## src/core/tde_params.svh

```systemverilog
// constants for the transmit data encoder: offsets, fields, resets, sizes
`ifndef TDE_PARAMS_SVH
`define TDE_PARAMS_SVH

// register offsets on the control port
`define TDE_ADDR_TX_CONFIG_ONE 6'h05
`define TDE_ADDR_SCRAMBLER_SEED 6'h08
`define TDE_ADDR_PLAIN_PREFIX 6'h27

// reset values
`define TDE_TX_CONFIG_ONE_RST 8'h25
`define TDE_SCRAMBLER_SEED_RST 8'hab
`define TDE_PLAIN_PREFIX_RST 8'h00

// field positions in tx_config_one
`define TDE_INVERT_BIT 3
`define TDE_CODE_MSB 2
`define TDE_CODE_LSB 0

// payload buffer depth
`define TDE_FIFO_DEPTH 8

`endif

```

## src/core/tde_pkg.sv

```systemverilog
// types shared by the transmit data encoder files
package tde_pkg;

  // code_select field values, in field order 000..111
  typedef enum logic [2:0] {
    TDE_MANCH,
    TDE_DIFF_MANCH,
    TDE_BIPHASE_SPACE,
    TDE_BIPHASE_MARK,
    TDE_MILLER,
    TDE_NRZ,
    TDE_PRBS,
    TDE_ZERO
  } tde_code_e;

  // chip sequencer states
  typedef enum logic [1:0] {
    TDE_IDLE,
    TDE_FIRST,
    TDE_SECOND
  } tde_state_e;

  // register access from the control port front end
  typedef struct packed {
    logic wr;
    logic rd;
    logic [5:0] addr;
    logic [7:0] wdata;
  } tde_reg_req_s;

  // flags carried by the transmit command
  typedef struct packed {
    logic data_sync;
    logic code_select_alt_en;
  } tde_tx_cmd_s;

  // encoded chip output
  typedef struct packed {
    logic strobe;
    logic level;
  } tde_chip_s;

endpackage : tde_pkg

```

## src/core/tde_fifo.sv

```systemverilog
// small first-in first-out buffer with valid/ready on both sides
`timescale 1ns/1ps
`default_nettype none

module tde_fifo #(
  parameter int WIDTH = 1,
  parameter int DEPTH = 8
) (
  input wire logic sys_clk,
  input wire logic arst_n,
  input wire logic flush,
  input wire logic in_valid,
  output logic in_ready,
  input wire logic [WIDTH-1:0] in_data,
  output logic out_valid,
  input wire logic out_ready,
  output logic [WIDTH-1:0] out_data
);

  localparam int AW = (DEPTH > 1) ? $clog2(DEPTH) : 1;

  logic [WIDTH-1:0] mem_q [DEPTH];
  logic [AW-1:0] wr_ptr_q;
  logic [AW-1:0] rd_ptr_q;
  logic [AW:0] count_q;
  wire push;
  wire pop;

  // honest full and empty from the fill count
  assign in_ready = (count_q < (AW+1)'(DEPTH));
  assign out_valid = (count_q != '0);
  assign out_data = mem_q[rd_ptr_q];
  assign push = in_valid && in_ready;
  assign pop = out_valid && out_ready;

  // storage write
  always_ff @(posedge sys_clk)
  begin
    if (push)
      mem_q[wr_ptr_q] <= in_data;
  end

  // pointers and count, wrapping at DEPTH
  always_ff @(posedge sys_clk or negedge arst_n)
  begin
    if (!arst_n)
    begin
      wr_ptr_q <= '0;
      rd_ptr_q <= '0;
      count_q <= '0;
    end
    else if (flush)
    begin
      wr_ptr_q <= '0;
      rd_ptr_q <= '0;
      count_q <= '0;
    end
    else
    begin
      if (push)
        wr_ptr_q <= (wr_ptr_q == AW'(DEPTH - 1)) ? '0 : wr_ptr_q + 1'b1;
      if (pop)
        rd_ptr_q <= (rd_ptr_q == AW'(DEPTH - 1)) ? '0 : rd_ptr_q + 1'b1;
      count_q <= count_q + (AW+1)'(push) - (AW+1)'(pop);
    end
  end

endmodule : tde_fifo

`default_nettype wire

```

## src/core/tde_encoder.sv

```systemverilog
// transmit line encoder and pseudo-random data scrambler
`timescale 1ns/1ps
`default_nettype none
`include "tde_params.svh"

module tde_encoder #(
  parameter int FIFO_DEPTH = `TDE_FIFO_DEPTH
) (
  input wire logic sys_clk,
  input wire logic arst_n,
  input wire tde_pkg::tde_reg_req_s reg_req,
  output logic [7:0] reg_rdata_q,
  input wire logic tx_start,
  input wire tde_pkg::tde_tx_cmd_s tx_cmd,
  input wire logic tx_stop,
  input wire logic chip_tick,
  input wire logic pay_valid,
  output logic pay_ready,
  input wire logic pay_bit,
  output tde_pkg::tde_chip_s chip_q,
  output logic tx_active_q,
  output logic underrun_q
);
  import tde_pkg::*;

  // registers written by the host
  logic [7:0] cfg_q;
  logic [7:0] seed_q;
  logic [7:0] prefix_q;
  // sequencer state
  tde_state_e state_q;
  logic enc_on_q;
  tde_code_e code_q;
  logic inv_q;
  logic [7:0] cnt_q;
  logic [8:0] prbs_q;
  logic lvl_q;
  logic prev_bit_q;
  logic second_q;
  logic sec_plain_q;

  wire fifo_valid;
  wire fifo_bit;
  wire pop;
  wire plain;
  wire two_chip;
  wire scramble;
  wire prbs_fb;
  wire inv_now;
  wire data_bit;
  logic c0;
  logic c1;

  // register writes; reads of tx_config_one show the stored fields
  always_ff @(posedge sys_clk or negedge arst_n)
  begin
    if (!arst_n)
    begin
      cfg_q <= `TDE_TX_CONFIG_ONE_RST;
      seed_q <= `TDE_SCRAMBLER_SEED_RST;
      prefix_q <= `TDE_PLAIN_PREFIX_RST;
    end
    else if (reg_req.wr)
    begin
      if (reg_req.addr == `TDE_ADDR_TX_CONFIG_ONE)
        cfg_q <= reg_req.wdata;
      if (reg_req.addr == `TDE_ADDR_SCRAMBLER_SEED)
        seed_q <= reg_req.wdata;
      if (reg_req.addr == `TDE_ADDR_PLAIN_PREFIX)
        prefix_q <= reg_req.wdata;
    end
  end

  // read data: only tx_config_one is readable, others read zero
  always_ff @(posedge sys_clk or negedge arst_n)
  begin
    if (!arst_n)
      reg_rdata_q <= 8'h00;
    else if (reg_req.rd)
      reg_rdata_q <= (reg_req.addr == `TDE_ADDR_TX_CONFIG_ONE) ? cfg_q : 8'h00;
  end

  // payload buffer; bits leave only on a chip tick that starts a bit
  tde_fifo #(
    .WIDTH(1),
    .DEPTH(FIFO_DEPTH)
  ) u_fifo (
    .sys_clk(sys_clk),
    .arst_n(arst_n),
    .flush(tx_start),
    .in_valid(pay_valid),
    .in_ready(pay_ready),
    .in_data(pay_bit),
    .out_valid(fifo_valid),
    .out_ready(pop),
    .out_data(fifo_bit)
  );

  // bit timing and mode decode
  assign pop = (state_q == TDE_FIRST) && chip_tick && fifo_valid;
  assign plain = !enc_on_q || (cnt_q < prefix_q);
  assign two_chip = enc_on_q && (code_q != TDE_NRZ);
  assign scramble = enc_on_q && (code_q == TDE_PRBS) && !plain;
  assign prbs_fb = prbs_q[8] ^ prbs_q[4];
  assign data_bit = scramble ? (fifo_bit ^ prbs_q[8]) : fifo_bit;
  assign inv_now = enc_on_q && inv_q;

  // chip pair for the bit now taken, before inversion
  always_comb
  begin
    c0 = data_bit;
    c1 = data_bit;
    if (!plain)
    begin
      unique case (code_q)
        TDE_MANCH:
        begin
          c0 = data_bit;
          c1 = !data_bit;
        end
        TDE_DIFF_MANCH:
        begin
          c0 = data_bit ? lvl_q : !lvl_q;
          c1 = !c0;
        end
        TDE_BIPHASE_SPACE:
        begin
          c0 = !lvl_q;
          c1 = data_bit ? c0 : !c0;
        end
        TDE_BIPHASE_MARK:
        begin
          c0 = !lvl_q;
          c1 = data_bit ? !c0 : c0;
        end
        TDE_MILLER:
        begin
          c0 = (!data_bit && !prev_bit_q) ? !lvl_q : lvl_q;
          c1 = data_bit ? !c0 : c0;
        end
        TDE_NRZ, TDE_PRBS:
        begin
          c0 = data_bit;
          c1 = data_bit;
        end
        TDE_ZERO:
        begin
          c0 = 1'b0;
          c1 = 1'b0;
        end
      endcase
    end
  end

  // sequencer: start, bit taking, chip emission, stop
  always_ff @(posedge sys_clk or negedge arst_n)
  begin
    if (!arst_n)
    begin
      state_q <= TDE_IDLE;
      enc_on_q <= 1'b0;
      code_q <= TDE_NRZ;
      inv_q <= 1'b0;
      cnt_q <= 8'h00;
      prbs_q <= 9'h000;
      lvl_q <= 1'b0;
      prev_bit_q <= 1'b1;
      second_q <= 1'b0;
      sec_plain_q <= 1'b0;
      chip_q <= '0;
      tx_active_q <= 1'b0;
      underrun_q <= 1'b0;
    end
    else
    begin
      chip_q.strobe <= 1'b0;
      underrun_q <= 1'b0;
      if (tx_start)
      begin
        state_q <= TDE_FIRST;
        tx_active_q <= 1'b1;
        enc_on_q <= tx_cmd.code_select_alt_en && tx_cmd.data_sync;
        code_q <= tde_code_e'(cfg_q[`TDE_CODE_MSB:`TDE_CODE_LSB]);
        inv_q <= cfg_q[`TDE_INVERT_BIT];
        cnt_q <= 8'h00;
        prbs_q <= {1'b0, seed_q};
        lvl_q <= 1'b0;
        prev_bit_q <= 1'b1;
      end
      else if (tx_stop)
      begin
        state_q <= TDE_IDLE;
        tx_active_q <= 1'b0;
      end
      else if (pop)
      begin
        chip_q.strobe <= 1'b1;
        chip_q.level <= c0 ^ inv_now;
        if (cnt_q != 8'hff)
          cnt_q <= cnt_q + 8'h01;
        if (scramble)
          prbs_q <= {prbs_q[7:0], prbs_fb};
        prev_bit_q <= data_bit;
        if (two_chip)
        begin
          state_q <= TDE_SECOND;
          second_q <= c1;
          sec_plain_q <= plain;
          lvl_q <= c0;
        end
        else
          lvl_q <= c0;
      end
      else if ((state_q == TDE_SECOND) && chip_tick)
      begin
        chip_q.strobe <= 1'b1;
        chip_q.level <= second_q ^ inv_now;
        lvl_q <= second_q;
        state_q <= TDE_FIRST;
      end
      else if ((state_q == TDE_FIRST) && chip_tick)
        underrun_q <= 1'b1;
    end
  end

  logic seen_q;
  always_ff @(posedge sys_clk or negedge arst_n)
  begin
    if (!arst_n)
      seen_q <= 1'b0;
    else
      seen_q <= 1'b1;
  end
endmodule : tde_encoder

`default_nettype wire

```

## config.mk

```make
export PLATFORM = sky130hd
export DESIGN_NAME = tde_encoder
export DESIGN_NICKNAME = d
export VERILOG_FILES = /design/src/core/tde_pkg.sv /design/src/core/tde_fifo.sv /design/src/core/tde_encoder.sv
export VERILOG_INCLUDE_DIRS = /design/src /design/src/core
export SDC_FILE = /design/constraint.sdc
export NUM_CORES = 1
export LEC_CHECK = 0
export BUFFER_PORTS_ARGS = -buffer_cell sky130_fd_sc_hd__clkbuf_2
export CORE_ASPECT_RATIO = 1.75
export CORE_MARGIN = 2
export CORE_UTILIZATION = 62
export DETAILED_ROUTE_END_ITERATION = 8
export GPL_ROUTABILITY_DRIVEN = 0
export PLACE_DENSITY = 0.83
export SLEW_MARGIN = 20
export SYNTH_ARGS = -nofsm -noshare
export SYNTH_HDL_FRONTEND = slang
export SYNTH_SLANG_ARGS = --single-unit
```

## constraint.sdc

```tcl
create_clock -name sys_clk -period 7 [get_ports sys_clk]
set_clock_uncertainty 0.1 [all_clocks]
set_input_delay 0.7 -clock sys_clk [delete_from_list [all_inputs] [get_ports sys_clk]]
set_output_delay 0.7 -clock sys_clk [all_outputs]
set_load 0.1 [all_outputs]
```

==> impl_metrics.yaml <==
status:
  outcome: "finished clean"
cts:
  worst_setup_hold_path_clk_slew_ns: 0.06
  post_cts_resized: 0
  clk-insertion-delay-late_ns: 0.34
  postCtsSetupBuffers: 0
  hold_buffers: 0
  cts_root_buf: "sky130_fd_sc_hd__clkbuf_16"
  clock_tree_from_tritoncts: "built"
  cts-root-to-sink-buffers: 2
  number_of_buffers_created_by_cts: 9
  cts-htree-levels: 3
  cts.sink_count: 81
logic_synthesis:
  synth_top_area_cell: "sky130_fd_sc_hd__dfrtp_1"
  synth_seq_area_share_pct: 50.6
  syn_area_per_cell_um2: 10.5
  ranking_of_synthesized_cells_by_instance_count: "sky130_fd_sc_hd__dfrtp_1 (62), sky130_fd_sc_hd__nand2_1 (44), sky130_fd_sc_hd__o21ai_0 (35)"
  synth_enable_flop_cells: 8
  asyncSetResetFlopFracSynth_pct: 90.1
  synth_ff_type: "sky130_fd_sc_hd__dfrtp_1"
  synth.yosys.warnings: 0
  syn_area_mm2: 0.00411
  synth_cells: 392
  netlist_top_cells_area: "sky130_fd_sc_hd__dfrtp_1 (38%), sky130_fd_sc_hd__dfstp_2 (7.0%), sky130_fd_sc_hd__edfxtp_1 (5.8%), sky130_fd_sc_hd__mux2_2 (5.7%), sky130_fd_sc_hd__ha_1 (5.2%)"
  synth_fp_nets: 435
  yosys.cell_types.count: 55
  ys_seq_elements: 81
  synth_top_area_share_pct: 37.7
  dominant_cell_by_count_in_the_synthesized_netlist: "sky130_fd_sc_hd__dfrtp_1"
sta:
  fin_hold_ws_ns: 0.388
  setup-tns-final_ns: 0
  fin_crit_ns: 2.62
  timing.max_slew.rel_slack_pct: 40.5
  finalHoldViolCount: 0
  max_freq_mhz: 382
  rsz_0062_raised_after_global_routing: "false"
  setup_viol: 0
  post-route-period-util_pct: 37.4
  timing_worst_slew_pin_value_ns: 0.892
  timing_max_transition_violations_final: 0
placed_design:
  post_dp_cell_area_mm2: 0.00436
  place_hpwl_mm: 5.91
  port_buffers: 37
floorplan:
  die_area_mm2: 0.00733
  die_width_um: 65.6
  area_of_the_core_mm2: 0.00649
  fp.dieH_um: 112
  top_level_ports: 38
  site_rows: 39
  floorplan.initialDensity_pct: 63.4
drt:
  drcViolationCount: 0
  routed-via-count: 3006
  post_route_wl_mm: 8.20
  drt-pass1-iter-count: 5
  m1WireLength_mm: 3.19
  met2_wirelength_mm: 4.30
  drt.antenna.violating_nets: 0
  dr.max_layer_used: "met4"
  dr_wl_met3_um: 377
  wl_per_cell_um: 15.9
  drt-vias-per-instance: 5.83
  drt_first_iter_violations: 174
global_route:
  grt_util_all_layers_pct: 25.8
  first_pass_grt_wire_length_mm: 14.3
  antenna_found_initial: 0
  maximum_number_of_pins_on_one_net_before_global_route_repair: 74
  globalRouteOverflowTotal: 0
  grt_pass1_vias: 3081
critical_path:
  timing.critical_path.required_ns: 7.11
  worstPathMaxFanout: 8
  start_kind: "flip-flop"
  path_class: "reg2reg"
  setup.worst_path.end_class: "flip-flop"
  worstPathArrival_ns: 2.73
  reg2reg_setup_slack_ns: 4.38
hold_path:
  hp-class: "reg2reg"
cells_and_area:
  nFillCells: 467
  num-nets-final: 472
  stdcell_area_mm2: 0.00469
  area_growth_syn_to_layout_pct: 14.0
  drive_above_1_share_pct: 22.6
  diodes: 0
power:
  power.ir.vdd_worst_mv: 0.266
  total_leakage_power_nw: 2.11
  power_per_cell_area_mw_per_mm2: 302
flow_run:
  cap_violations: 0
[per-layer routing]
metal,up-vias,global-route usage [%]
li1,1442,-
met1,1448,29.9
met2,90,43.6
met4,0,13.2
met3,26,6.26
met5,-,0
[kinds of logic after synthesis]
| family | after synthesis | share of synthesized area, % |
|---|---|---|
| and+or+nand+nor | 140 | 17.2 |
| xor gates and xnor gates | 12 | 2.55 |
| buffers and inverters | 41 | 3.98 |
| AOI/OAI and AO/OA | 68 | 10.6 |
| adders and majority gates | 18 | 5.66 |
| muxes | 32 | 9.52 |
| DFF | 81 | 50.6 |
[registers in the layout, indices dropped and copies added, names as in the netlist]
name / count
prbs_q: 9
cfg_q: 8
cnt_q: 8
prefix_q: 8
reg_rdata_q: 8
seed_q: 8
u_fifo.mem_q: 8
u_fifo.count_q: 4
code_q: 3
u_fifo.rd_ptr_q: 3
u_fifo.wr_ptr_q: 3
chip_q: 2
state_q: 2
enc_on_q: 1
inv_q: 1
lvl_q: 1
prev_bit_q: 1
second_q: 1
tx_active_q: 1
underrun_q: 1
[layout by cell type, fill, tap and decap left out, drive strengths merged, types with 9 or more instances in the layout]
master	count
dfrtp	62
a21oi	17
nor2	28
nand3	16
nand2	44
clkbuf	46
inv	28
mux2	21
mux2i	9
dfstp	11
ha	17
o21ai	35
[stage by stage]
step	instances	setup WS, ns	power [mW]	utilization [%]
2_1_floorplan	392	3.79	0.835	-
3_3_place_gp	500	4.39	0.895	67.2
3_5_place_dp	500	4.31	0.911	67.2
4_1_cts	516	4.37	1.43	72.2
5_1_grt	516	4.18	1.49	72.2
6_report	516	4.38	1.41	72.2
[critical path, stage by stage, from the launching register on]
cell	delay [ns]
sky130_fd_sc_hd__dfrtp_1	0.36
sky130_fd_sc_hd__inv_1	0.10
sky130_fd_sc_hd__ha_1	0.17
sky130_fd_sc_hd__nor3b_1	0.30
sky130_fd_sc_hd__or2_2	0.25
sky130_fd_sc_hd__inv_1	0.11
sky130_fd_sc_hd__ha_1	0.28
sky130_fd_sc_hd__inv_1	0.04
sky130_fd_sc_hd__ha_1	0.21
sky130_fd_sc_hd__fa_1	0.39
sky130_fd_sc_hd__xnor2_1	0.15
sky130_fd_sc_hd__nor2_1	0.05
[where the power goes]
group / leakage (nW) / internal, mW / switching, mW
clock network: 0.163 / 0.323 / 0.184
logic: 0.947 / 0.123 / 0.194
registers: 0.999 / 0.542 / 0.0488
total: 2.11 / 0.988 / 0.427
[path summary, 6_finish.rpt]
path                                            to  cells after the start              start
worst min register to register           prbs_q[6]                      2          prbs_q[6]
min in group asynchronous        u_fifo.count_q[1]                      2             arst_n
max in group asynchronous       u_fifo.wr_ptr_q[1]                      2             arst_n
worst max register to register   u_fifo.count_q[2]                     11  u_fifo.count_q[3]
worst max-delay path             u_fifo.count_q[2]                     11  u_fifo.count_q[3]
worst min-delay path                     prbs_q[6]                      2          prbs_q[6]
[layout make-up]
class	instances	area [um^2]	area share [%]
Clock inverter	6	87.6	1.87
Tap cell	82	103	2.19
Timing Repair Buffer	40	208	4.43
Multi-Input combinational cell	270	1870	39.9
Sequential cell	81	2080	44.4
Clock buffer	10	239	5.10
Inverter	27	101	2.16
No activity file was read; power rests on OpenSTA's default activity.
